--- src/hw/mae_pkg.sv ---
// constants for the motion alarm encoder
package mae_pkg;
   localparam logic [7:0] MAE_CODE_NONE      = 8'h00;
   localparam logic [7:0] MAE_CODE_STACK     = 8'h90;
   localparam logic [7:0] MAE_CODE_SEQ_REF   = 8'h94;
   localparam logic [7:0] MAE_CODE_CALC_OVF  = 8'h98;
   localparam logic [7:0] MAE_CODE_PAR_RANGE = 8'h99;
   localparam logic [7:0] MAE_CODE_ZERO_DIV  = 8'h9A;
   localparam logic [7:0] MAE_CODE_POS_WR    = 8'h9D;
   localparam logic [7:0] MAE_CODE_VAR_REF   = 8'h9E;
   localparam logic [7:0] MAE_CODE_PAR_WR    = 8'h9F;
   localparam logic [7:0] MAE_CODE_MOT_MOT   = 8'hA0;
   localparam logic [7:0] MAE_CODE_USER      = 8'hE0;
   localparam logic [7:0] MAE_CODE_LS_LOGIC  = 8'h60;
   localparam logic [7:0] MAE_CODE_LS_REV    = 8'h61;
   localparam logic [7:0] MAE_CODE_HOME_FAIL = 8'h62;
   localparam logic [7:0] MAE_CODE_HOME_NF   = 8'h63;
   localparam logic [7:0] MAE_CODE_TIM_SENS  = 8'h64;
   localparam logic [7:0] MAE_CODE_LS_OFFS   = 8'h6A;
   localparam logic [7:0] MAE_CODE_DRV_ALM   = 8'h6E;
   localparam logic [7:0] MAE_CODE_DRV_CONN  = 8'h6F;
   localparam logic [7:0] MAE_CODE_MOT_PAR   = 8'h70;
   localparam logic [3:0] MAE_BLINKS_SEQ     = 4'h1;
   localparam logic [3:0] MAE_BLINKS_MOTION  = 4'h7;
   // blink timing
   localparam int         MAE_CLK_MHZ        = 200;
   localparam int         MAE_ON_MS          = 200;
   localparam int         MAE_OFF_MS         = 200;
   localparam int         MAE_PAUSE_MS       = 1000;
   localparam int         MAE_ON_CYC   = MAE_ON_MS * 1000 * MAE_CLK_MHZ;
   localparam int         MAE_OFF_CYC  = MAE_OFF_MS * 1000 * MAE_CLK_MHZ;
   localparam int         MAE_PAUSE_CYC = MAE_PAUSE_MS * 1000 * MAE_CLK_MHZ;
   typedef enum logic [1:0] {
      MAE_IDLE  = 2'b00,
      MAE_ON    = 2'b01,
      MAE_OFF   = 2'b11,
      MAE_PAUSE = 2'b10
   } mae_blink_state_t;
endpackage

--- src/hw/mae_blink_if.sv ---
// blink request between alarm latch and led sequencer
`timescale 1ns/10ps
interface mae_blink_if;
   logic       active;
   logic [3:0] count;
   logic       led;
   modport latch (output active, output count, input led);
   modport blinker (input active, input count, output led);
endinterface

--- src/hw/mae_blinker.sv ---
// alarm led blink sequencer
`timescale 1ns/10ps
module mae_blinker
   import mae_pkg::*;
#(
   parameter int ON_CYC    = MAE_ON_CYC,
   parameter int OFF_CYC   = MAE_OFF_CYC,
   parameter int PAUSE_CYC = MAE_PAUSE_CYC
)(
   input  wire logic   clock_in,
   input  wire logic   resetn_in,
   mae_blink_if.blinker bl
);
   mae_blink_state_t state_r;
   logic [31:0]      timer_r;
   logic [3:0]       left_r;

   // repeat n pulses then a pause while alarm stands
   always_ff @(posedge clock_in or negedge resetn_in) begin
      if (!resetn_in) begin
         state_r <= MAE_IDLE;
         timer_r <= 32'h0;
         left_r  <= 4'h0;
      end else if (!bl.active) begin
         state_r <= MAE_IDLE;
         timer_r <= 32'h0;
         left_r  <= 4'h0;
      end else begin
         unique case (state_r)
            MAE_IDLE: begin
               state_r <= MAE_ON;
               timer_r <= 32'(ON_CYC - 1);
               left_r  <= bl.count;
            end
            MAE_ON: begin
               if (timer_r == 32'h0) begin
                  left_r <= left_r - 4'h1;
                  if (left_r == 4'h1) begin
                     state_r <= MAE_PAUSE;
                     timer_r <= 32'(PAUSE_CYC - 1);
                  end else begin
                     state_r <= MAE_OFF;
                     timer_r <= 32'(OFF_CYC - 1);
                  end
               end else begin
                  timer_r <= timer_r - 32'h1;
               end
            end
            MAE_OFF: begin
               if (timer_r == 32'h0) begin
                  state_r <= MAE_ON;
                  timer_r <= 32'(ON_CYC - 1);
               end else begin
                  timer_r <= timer_r - 32'h1;
               end
            end
            MAE_PAUSE: begin
               if (timer_r == 32'h0) begin
                  state_r <= MAE_ON;
                  timer_r <= 32'(ON_CYC - 1);
                  left_r  <= bl.count;
               end else begin
                  timer_r <= timer_r - 32'h1;
               end
            end
         endcase
      end
   end

   // led drops in the same cycle as the alarm, not one cycle later
   assign bl.led = bl.active && (state_r == MAE_ON);
endmodule

--- src/hw/mae_alarm_encoder.sv ---
// alarm detection, latching and reporting for one motion axis
`timescale 1ns/10ps
// Behaviour
// - nesting stack exhausted raises 0x90; sequence group blinks once
// - calling a missing sequence raises 0x94
// - arithmetic overflow raises 0x98
// - out-of-range parameter assignment raises 0x99
// - divide by zero raises 0x9A
// - position counter write during motion raises 0x9D
// - reference to missing user variable raises 0x9E
// - forbidden parameter write raises 0x9F
// - motion start during incompatible motion raises 0xA0
// - raise-user-alarm command raises 0xE0
// - sequence and motion group alarms halt motion and sequence
// - both limits active raises 0x60; motion group blinks seven times
// - limit opposite seek direction during homing raises 0x61
// - unexpected limit transition during homing raises 0x62
// - homing spans both limits without home switch raises 0x63
// - missing sensor or timing position at home switch raises 0x64
// - limit during home offset move raises 0x6A
// - driver alarm input raises 0x6E
// - driver no-response cancels command and raises 0x6F
// - start with incompatible motion parameters raises 0x70
// - clear command, reset command or power cycle clears the alarm
// - alarm query returns the latched code
module mae_alarm_encoder
   import mae_pkg::*;
#(
   parameter int ON_CYC    = MAE_ON_CYC,
   parameter int OFF_CYC   = MAE_OFF_CYC,
   parameter int PAUSE_CYC = MAE_PAUSE_CYC
)(
   input  wire logic       clock_in,
   input  wire logic       resetn_in,
   input  wire logic       stack_exhausted_in,
   input  wire logic       missing_sequence_call_in,
   input  wire logic       calc_overflow_in,
   input  wire logic       param_out_of_range_in,
   input  wire logic       divide_by_zero_in,
   input  wire logic       position_counter_write_in,
   input  wire logic       missing_variable_ref_in,
   input  wire logic       param_write_forbidden_in,
   input  wire logic       raise_user_alarm_command_in,
   input  wire logic       clear_alarm_command_in,
   input  wire logic       reset_command_in,
   input  wire logic       alarm_query_command_in,
   input  wire logic       motion_start_req_in,
   input  wire logic       motion_incompatible_in,
   input  wire logic       motion_param_bad_in,
   input  wire logic       motion_active_flag_in,
   input  wire logic       limit_input_polarity_in,
   input  wire logic       limit_pos_in,
   input  wire logic       limit_neg_in,
   input  wire logic       home_seek_active_in,
   input  wire logic       home_seek_dir_pos_in,
   input  wire logic       home_offset_move_in,
   input  wire logic       home_switch_detect_in,
   input  wire logic       home_seek_type_needs_aux_in,
   input  wire logic       aux_sensor_in,
   input  wire logic       timing_position_in,
   input  wire logic       driver_alarm_in,
   input  wire logic       driver_timeout_in,
   output logic            motion_start_out,
   output logic            halt_motion_out,
   output logic            halt_sequence_out,
   output logic            cancel_command_out,
   output logic            alarm_active_out,
   output logic [7:0]      alarm_code_out,
   output logic            alarm_report_valid_out,
   output logic [7:0]      alarm_report_code_out,
   output logic            alarm_led_out
);
   logic [7:0] code_r;
   logic [7:0] code_nxt;
   logic       active_r;
   logic       report_valid_r;
   logic [7:0] report_code_r;
   logic       lim_pos;
   logic       lim_neg;
   logic       lim_pos_prev_r;
   logic       lim_neg_prev_r;
   logic       seen_pos_r;
   logic       seen_neg_r;
   logic       seen_home_r;
   logic       seek_prev_r;
   logic       motion_group;
   mae_blink_if bl ();

   // polarity selects normally open or normally closed sensors
   assign lim_pos = limit_pos_in ^ limit_input_polarity_in;
   assign lim_neg = limit_neg_in ^ limit_input_polarity_in;

   // homing progress tracking for the span and transition checks
   always_ff @(posedge clock_in or negedge resetn_in) begin
      if (!resetn_in) begin
         lim_pos_prev_r <= 1'b0;
         lim_neg_prev_r <= 1'b0;
         seen_pos_r     <= 1'b0;
         seen_neg_r     <= 1'b0;
         seen_home_r    <= 1'b0;
         seek_prev_r    <= 1'b0;
      end else begin
         lim_pos_prev_r <= lim_pos;
         lim_neg_prev_r <= lim_neg;
         seek_prev_r    <= home_seek_active_in;
         // a limit already present in the first seek cycle counts as seen
         if (!home_seek_active_in) begin
            seen_pos_r  <= 1'b0;
            seen_neg_r  <= 1'b0;
            seen_home_r <= 1'b0;
         end else begin
            seen_pos_r  <= seen_pos_r | lim_pos;
            seen_neg_r  <= seen_neg_r | lim_neg;
            seen_home_r <= seen_home_r | home_switch_detect_in;
         end
      end
   end

   // priority order: motion group first, then sequence group
   always_comb begin
      code_nxt = MAE_CODE_NONE;
      if (lim_pos && lim_neg)
         code_nxt = MAE_CODE_LS_LOGIC;
      else if (home_seek_active_in &&
               ((home_seek_dir_pos_in && lim_neg && !lim_neg_prev_r) ||
                (!home_seek_dir_pos_in && lim_pos && !lim_pos_prev_r)))
         code_nxt = MAE_CODE_LS_REV;
      else if (home_seek_active_in && seek_prev_r &&
               ((lim_pos && !lim_pos_prev_r && seen_pos_r) ||
                (lim_neg && !lim_neg_prev_r && seen_neg_r)))
         code_nxt = MAE_CODE_HOME_FAIL;
      else if (home_seek_active_in && seen_pos_r && seen_neg_r &&
               !seen_home_r && !home_switch_detect_in)
         code_nxt = MAE_CODE_HOME_NF;
      else if (home_seek_active_in && home_switch_detect_in &&
               home_seek_type_needs_aux_in &&
               !(aux_sensor_in && timing_position_in))
         code_nxt = MAE_CODE_TIM_SENS;
      else if (home_offset_move_in && (lim_pos || lim_neg))
         code_nxt = MAE_CODE_LS_OFFS;
      else if (driver_alarm_in)
         code_nxt = MAE_CODE_DRV_ALM;
      else if (driver_timeout_in)
         code_nxt = MAE_CODE_DRV_CONN;
      else if (motion_start_req_in && motion_param_bad_in)
         code_nxt = MAE_CODE_MOT_PAR;
      else if (stack_exhausted_in)
         code_nxt = MAE_CODE_STACK;
      else if (missing_sequence_call_in)
         code_nxt = MAE_CODE_SEQ_REF;
      else if (calc_overflow_in)
         code_nxt = MAE_CODE_CALC_OVF;
      else if (param_out_of_range_in)
         code_nxt = MAE_CODE_PAR_RANGE;
      else if (divide_by_zero_in)
         code_nxt = MAE_CODE_ZERO_DIV;
      else if (position_counter_write_in && motion_active_flag_in)
         code_nxt = MAE_CODE_POS_WR;
      else if (missing_variable_ref_in)
         code_nxt = MAE_CODE_VAR_REF;
      else if (param_write_forbidden_in)
         code_nxt = MAE_CODE_PAR_WR;
      else if (motion_start_req_in && motion_incompatible_in)
         code_nxt = MAE_CODE_MOT_MOT;
      else if (raise_user_alarm_command_in)
         code_nxt = MAE_CODE_USER;
   end

   // first alarm wins; a new event in the clear cycle is kept
   always_ff @(posedge clock_in or negedge resetn_in) begin
      if (!resetn_in) begin
         code_r   <= MAE_CODE_NONE;
         active_r <= 1'b0;
      end else if (!active_r && code_nxt != MAE_CODE_NONE) begin
         code_r   <= code_nxt;
         active_r <= 1'b1;
      end else if (active_r &&
                   (clear_alarm_command_in || reset_command_in)) begin
         code_r   <= code_nxt;
         active_r <= (code_nxt != MAE_CODE_NONE);
      end
   end

   // query answer, one cycle after the request
   always_ff @(posedge clock_in or negedge resetn_in) begin
      if (!resetn_in) begin
         report_valid_r <= 1'b0;
         report_code_r  <= MAE_CODE_NONE;
      end else begin
         report_valid_r <= alarm_query_command_in;
         if (alarm_query_command_in)
            report_code_r <= code_r;
      end
   end

   assign motion_group = (code_r[7:4] == MAE_CODE_LS_LOGIC[7:4]) ||
                         (code_r == MAE_CODE_MOT_PAR);
   assign bl.active = active_r;
   assign bl.count  = motion_group ? MAE_BLINKS_MOTION
                                   : MAE_BLINKS_SEQ;

   mae_blinker #(
      .ON_CYC    (ON_CYC),
      .OFF_CYC   (OFF_CYC),
      .PAUSE_CYC (PAUSE_CYC)
   ) u_blinker (
      .clock_in  (clock_in),
      .resetn_in (resetn_in),
      .bl        (bl)
   );

   assign halt_motion_out   = active_r;
   assign halt_sequence_out = active_r;
   assign cancel_command_out = driver_timeout_in;
   assign motion_start_out  = motion_start_req_in && !active_r &&
                              (code_nxt == MAE_CODE_NONE);
   assign alarm_active_out       = active_r;
   assign alarm_code_out         = code_r;
   assign alarm_report_valid_out = report_valid_r;
   assign alarm_report_code_out  = report_code_r;
   assign alarm_led_out          = bl.led;
endmodule

--- config.mk ---
export PLATFORM = sky130hd
export DESIGN_NAME = mae_alarm_encoder
export DESIGN_NICKNAME = d
export VERILOG_FILES = /design/src/hw/mae_pkg.sv /design/src/hw/mae_blink_if.sv /design/src/hw/mae_blinker.sv /design/src/hw/mae_alarm_encoder.sv
export SDC_FILE = /design/constraint.sdc
export NUM_CORES = 1
export LEC_CHECK = 0
export ABC_AREA = 1
export BUFFER_PORTS_ARGS = -buffer_cell sky130_fd_sc_hd__buf_2
export CAP_MARGIN = 30
export CORE_ASPECT_RATIO = 0.8
export CORE_MARGIN = 3
export CORE_UTILIZATION = 35
export CTS_CLUSTER_SIZE = 10
export DETAILED_ROUTE_END_ITERATION = 10
export PLACE_DENSITY_LB_ADDON = 0.2
export REMOVE_ABC_BUFFERS = 1
export SYNTH_ARGS = -nofsm -noshare
export SYNTH_HDL_FRONTEND = slang
export SYNTH_SLANG_ARGS = --single-unit
--- constraint.sdc ---
create_clock -name clock_in -period 1.5 [get_ports clock_in]
set_input_delay 0.3 -clock clock_in [delete_from_list [all_inputs] [get_ports clock_in]]
set_output_delay 0.3 -clock clock_in [all_outputs]
set_load 0.01 [all_outputs]
## After elaboration in Yosys (flattened, before gate mapping)

Cells that the tools add are included.

- $add $sub $neg: 2
- Equality and inequality tests: 10
- Multiplexer cells: 41
- Bitwise logic cells: 5
- Reductions and logical operators: 49

Operators by type and width:

| operator | count |
|---|---|
| 2-to-1 mux 8 bit | 21 |
| 2-to-1 mux 32 bit | 3 |
| case mux 32 bit (3 select lines) | 1 |
| zero test 32 bit | 1 |
| subtractor 32 x 1 -> 32 bit, second input constant | 1 |
| logical AND 1 bit | 29 |
| 2-to-1 mux 28 bit | 1 |
| 2-to-1 mux 4 bit | 3 |
| case mux 4 bit (3 select lines) | 1 |
| inequality test 3 x 2 -> 1 bit, second input constant | 3 |
| equality test 8 x 7 -> 1 bit, second input constant | 1 |
| zero test 8 bit | 1 |
| nonzero test 8 bit | 1 |
| zero test 1 bit | 7 |
| 2-to-1 mux 1 bit | 6 |
| 2-to-1 mux 2 bit | 3 |
| case mux 2 bit (3 select lines) | 1 |
| logical OR 1 bit | 5 |
| equality test 2 bit, second input constant | 2 |
| equality test 4 x 1 -> 1 bit, second input constant | 1 |
| equality test 4 x 3 -> 1 bit, second input constant | 1 |
| inequality test 4 x 1 -> 1 bit, second input constant | 1 |
| subtractor 4 x 1 -> 4 bit, second input constant | 1 |
| 2-to-1 mux 3 bit | 1 |
| 8 further kinds | 11 |

- Register bits: 62
- Input bits: 30
- Output and inout bits: 23
- Logic and storage cells: 120

## Logic depth before layout (Yosys ltp)

- Depth after elaboration: 22
- Gate-level depth with buffers: 13
- Mapped depth without buffers: 13

## Hierarchy

A second synthesis with hierarchy kept.

- Cell total of the unflattened synthesis: 540
- Area, all modules: 3860.0 µm²

By module, submodules not included:

| module | instances | cells an instance | area each (µm²) | seq. area each (µm²) |
|---|---|---|---|---|
| mae_blinker | 1 | 346 | 2408.6 | 950.9 |
| mae_alarm_encoder | 1 | 194 | 1451.4 | 600.6 |

## Worst setup path before layout

No wires, ideal clock.

- Path type: reg-to-output
- Start point: reg seen_neg_r
- End point: out motion_start_out
- Data arrival time: 1.295 ns
- Data required time: 1.200 ns
- Slack: -0.095 ns
- Stages on the path, launching flop included: 10
- Path buffers: 0
- Cell sequence: dfrtp_1 -> nand2_1 -> clkinv_1 -> nand3_1 -> nand2_4 -> nor2_4 -> nand2_2 -> nor2_4 -> nand3_4 -> nor2_1

- Longest elaborated chain between the ends: 9
- Elaborated cells between the ends (all ways): 12
- Those cells by class: mux (4); reduce/logical (8)

Ends and longest elaborated chain:

| what | line | text |
|---|---|---|
| from (decl) | mae_alarm_encoder.sv:83 | `logic seen_neg_r;` |
| from (signal assigned) | mae_alarm_encoder.sv:113 | `seen_neg_r <= seen_neg_r \| lim_neg;` |
| logical AND 1 bit (2 in a row) | mae_alarm_encoder.sv:132 | `else if (home_seek_active_in && seen_pos_r && seen_neg_r &&` |
| logical AND 1 bit | mae_alarm_encoder.sv:133 | `!seen_home_r && !home_switch_detect_in)` |
| 2-to-1 mux 8 bit | mae_alarm_encoder.sv:132 |  |
| 2-to-1 mux 8 bit * | mae_alarm_encoder.sv:128 | `else if (home_seek_active_in && seek_prev_r &&` |
| 2-to-1 mux 8 bit * | mae_alarm_encoder.sv:124 | `else if (home_seek_active_in &&` |
| 2-to-1 mux 8 bit * | mae_alarm_encoder.sv:122 | `if (lim_pos && lim_neg)` |
| zero test 8 bit * | mae_alarm_encoder.sv:216 | `(code_nxt == MAE_CODE_NONE);` |
| logical AND 1 bit * | mae_alarm_encoder.sv:215 | `assign motion_start_out = motion_start_req_in && !active_r &&` |
| to (decl) | mae_alarm_encoder.sv:63 | `output logic motion_start_out,` |

Every way passes the cells marked *; elsewhere a longest branch is shown, timed or not.

## Worst setup path after layout

Ends and elaborated chain as after synthesis.

==> out/metrics.cfg <==
[run_status]
run_status=finished, violations left
violations=negative setup slack

[cells_and_area]
nets=787
area_taken_by_multi_input_logic_gates_sq_mm=0.002699
antenna_cells_inserted=0
ff_latch_area_sq_mm=0.001555
flow.area_growth_from_synthesis_pct=68.42
most-common-layout-cells=sky130_fd_sc_hd__buf_4, sky130_fd_sc_hd__nand2_1, sky130_fd_sc_hd__dfrtp_1
post-route-util=0.6218
drive_gt1_frac=0.5279
nFillCells=919
mostFrequentLayoutCell=sky130_fd_sc_hd__buf_4
final-instance-count-excl-fill=894

[floorplan]
io_pins=53
die_height_um=100.4
core_region_area_sq_mm=0.01057
initial_core_util=0.3692
die-area_sq_mm=0.01246
die-width_um=124.1
fp-row-count=33

[power_and_ir_drop]
irDropWorstVdd_v=0.001199
finalPower_w=0.009736
power.density_mw_per_mm2=1481
leakage_power_of_the_design_nw=3.235

[global_route]
grt_usage=0.2092
grt_pass1_vias=4397
antenna_violations_before_repair=0
grt_start_max_net_pins=63
globalRouteOverflowTotal=0
grt_pass1_wl_um=20660

[hold_path]
hold_path.class=input pin to register

[clock_network]
path_clk_slew_ns=0.06
worstSkewPairLatency_ns=0.34
cts_made_buffers=9
numClockSinks=62
clockRootBuffer=sky130_fd_sc_hd__clkbuf_16
clock_path_buffers=2
cts-htree-levels=3
tritoncts=built

[routing]
via_per_inst=4.865
drtPass1Iterations=5
drt-total-wl_um=12800
ant_nets=0
detail_route.wl_per_cell_um=14.32
drt-initial-drc-count=220
post-route-drc-count=0
dr_total_vias=4349

[placed_design]
placement.io_buffers=52
place.detailed.instances=834
detailed_place_hpwl_um=8202
place.gp.congestion=0.8190

[yosys]
postSynth.asyncResetShare=1.000
ys_ff_latch=62
synthFlopType=sky130_fd_sc_hd__dfrtp_1
synth.cell_area_sq_mm=0.003902
number_of_enable_flip_flop_cells_after_synthesis=0
synth.yosys.seq_area_share=0.3976
ys_types=38
yosys_warning_count=0
syn_inst=542
synthesis.area_per_instance_sq_um=7.200

[timing]
rsz0062_at_grt=true
timing_worst_slew_pin_value_ns=0.3755
setup_tns_ns=-7.281
setup_ws_ns=-0.3808
slew_violations=0
fin_skew_ns=0.008669
layout_worst_path_cycle_share=1.254
max-slew-margin-rel=0.7497
achievable-frequency_mhz=531.7
setup_viol=40
final_period_minus_worst_setup_slack_ns=1.881
final-hold-violation-count=0

[critical_path]
cp_data_arrival_time_ns=1.58
timing.setup.critical_path_class=register to output pin
cp-end-kind=output pin
crit_path_max_fanout=2
worstSetupStartpointType=register
worst_ep_required_time_ns=1.20

[flow_run]
max_cap_violations=0

==> through the flow <==
step / cell area (sq um) / hold WS (ns) / worst slack [ns]
finish: 6573 / 0.2157 / -0.3808
global route: 6573 / 0.2152 / -0.4620
CTS: 6176 / 0.1993 / -0.3873
detailed placement: 5127 / 0.3464 / -0.2601
global placement: 5127 / 0.3465 / -0.2377
floorplan: 3834 / 0.004409 / -0.2620
==> cells in the mapped netlist, types with 3 or more instances <==
library cell | count | share of area
sky130_fd_sc_hd__mux2_2 | 4 | 0.012
sky130_fd_sc_hd__nand3_1 | 36 | 0.046
sky130_fd_sc_hd__inv_1 | 58 | 0.056
sky130_fd_sc_hd__a21oi_1 | 35 | 0.045
sky130_fd_sc_hd__nand2_2 | 7 | 0.011
sky130_fd_sc_hd__nor2_2 | 7 | 0.011
sky130_fd_sc_hd__ha_1 | 8 | 0.026
sky130_fd_sc_hd__nand4_1 | 12 | 0.019
sky130_fd_sc_hd__dfrtp_1 | 62 | 0.40
sky130_fd_sc_hd__o21ai_1 | 23 | 0.029
sky130_fd_sc_hd__nand2_4 | 5 | 0.014
sky130_fd_sc_hd__o21ai_0 | 12 | 0.015
sky130_fd_sc_hd__nand3b_1 | 3 | 0.0058
sky130_fd_sc_hd__buf_4 | 5 | 0.0096
sky130_fd_sc_hd__nor2_4 | 3 | 0.0087
sky130_fd_sc_hd__nor3_1 | 12 | 0.015
sky130_fd_sc_hd__clkbuf_1 | 3 | 0.0029
sky130_fd_sc_hd__nand2_1 | 133 | 0.13
sky130_fd_sc_hd__inv_2 | 7 | 0.0067
sky130_fd_sc_hd__xnor2_1 | 7 | 0.016
sky130_fd_sc_hd__xor2_1 | 7 | 0.016
sky130_fd_sc_hd__nor2_1 | 74 | 0.071
==> registers in the layout, summed over array words and instances (netlist names) <==
name                    count
u_blinker.timer_r          32
alarm_code_out              8
alarm_report_code_out       8
u_blinker.left_r            4
u_blinker.state_r           2
alarm_active_out            1
alarm_report_valid_out      1
lim_neg_prev_r              1
lim_pos_prev_r              1
seek_prev_r                 1
seen_home_r                 1
seen_neg_r                  1
seen_pos_r                  1
==> power breakdown <==
| group | total, W | switching [W] | internal, W |
|---|---|---|---|
| Clock | 0.00208 | 0.000788 | 0.00129 |
| Combinational | 0.00531 | 0.00268 | 0.00263 |
| Sequential | 0.00235 | 0.000318 | 0.00203 |
==> layout make-up <==
class                      count  area share
multi-input combinational    402      0.4106
timing repair buffer         206      0.2374
sequential                    62      0.2366
inverter                      67     0.04207
clock buffer                   9     0.03427
tap                          140     0.02665
clock inverter                 7     0.01123
timing repair inverter         1    0.001142
==> path summary, 6_finish.rpt <==
kind | start | to | slack [ns] | depth (start not counted)
setup / recovery | seen_neg_r | motion_start_out | -0.38 | 10
hold / removal | alarm_query_command_in | alarm_report_valid_out | 0.22 | 1
setup reg to reg | u_blinker.state_r[0] | u_blinker.timer_r[29] | -0.28 | 11
hold reg to reg | u_blinker.left_r[1] | u_blinker.left_r[1] | 0.49 | 2
max in group asynchronous | resetn_in | u_blinker.timer_r[8] | 0.68 | 3
min in group asynchronous | resetn_in | u_blinker.timer_r[7] | 0.50 | 3
==> logic make-up after synthesis <==
family / after synthesis / share of synthesized area
and+or+nand+nor: 301 / 0.3517
AOI/OAI and AO/OA: 75 / 0.1000
xor gates and xnor gates: 14 / 0.03142
adders and majority gates: 8 / 0.02565
buffers and inverters: 78 / 0.08208
DFF: 62 / 0.3976
muxes: 4 / 0.01154
==> timing repair <==
action / in CTS / in global routing
endpoints found under the setup margin: 48 / 48
gates resized for setup: 139 / 85
endpoints found under the hold margin: 56 / 0
pin swaps: 44 / 43
gates cloned: 4 / 0
hold buffers: 1 / 0
setup buffers: 32 / 18
==> layer usage <==
layer  share of wire  vias up  global-route usage
li1                -     2153                   -
met1            0.46     2081              0.2936
met2            0.48      101              0.3239
met3           0.055       14             0.05239
met4          0.0099        0             0.05219
met5               0        -                   0
==> worst max-delay path: stages, from the launching register on <==
cell and delay, ns:
sky130_fd_sc_hd__dfrtp_1 0.40, sky130_fd_sc_hd__nand2_2 0.09, sky130_fd_sc_hd__inv_4 0.04, sky130_fd_sc_hd__nand3_4 0.06, sky130_fd_sc_hd__nand2_4 0.06, sky130_fd_sc_hd__nor2_4 0.09
sky130_fd_sc_hd__nand2_2 0.08, sky130_fd_sc_hd__nor2_4 0.12, sky130_fd_sc_hd__nand3_4 0.08, sky130_fd_sc_hd__nor2_1 0.08, sky130_fd_sc_hd__buf_2 0.13
(Power assumes the default switching activity.)
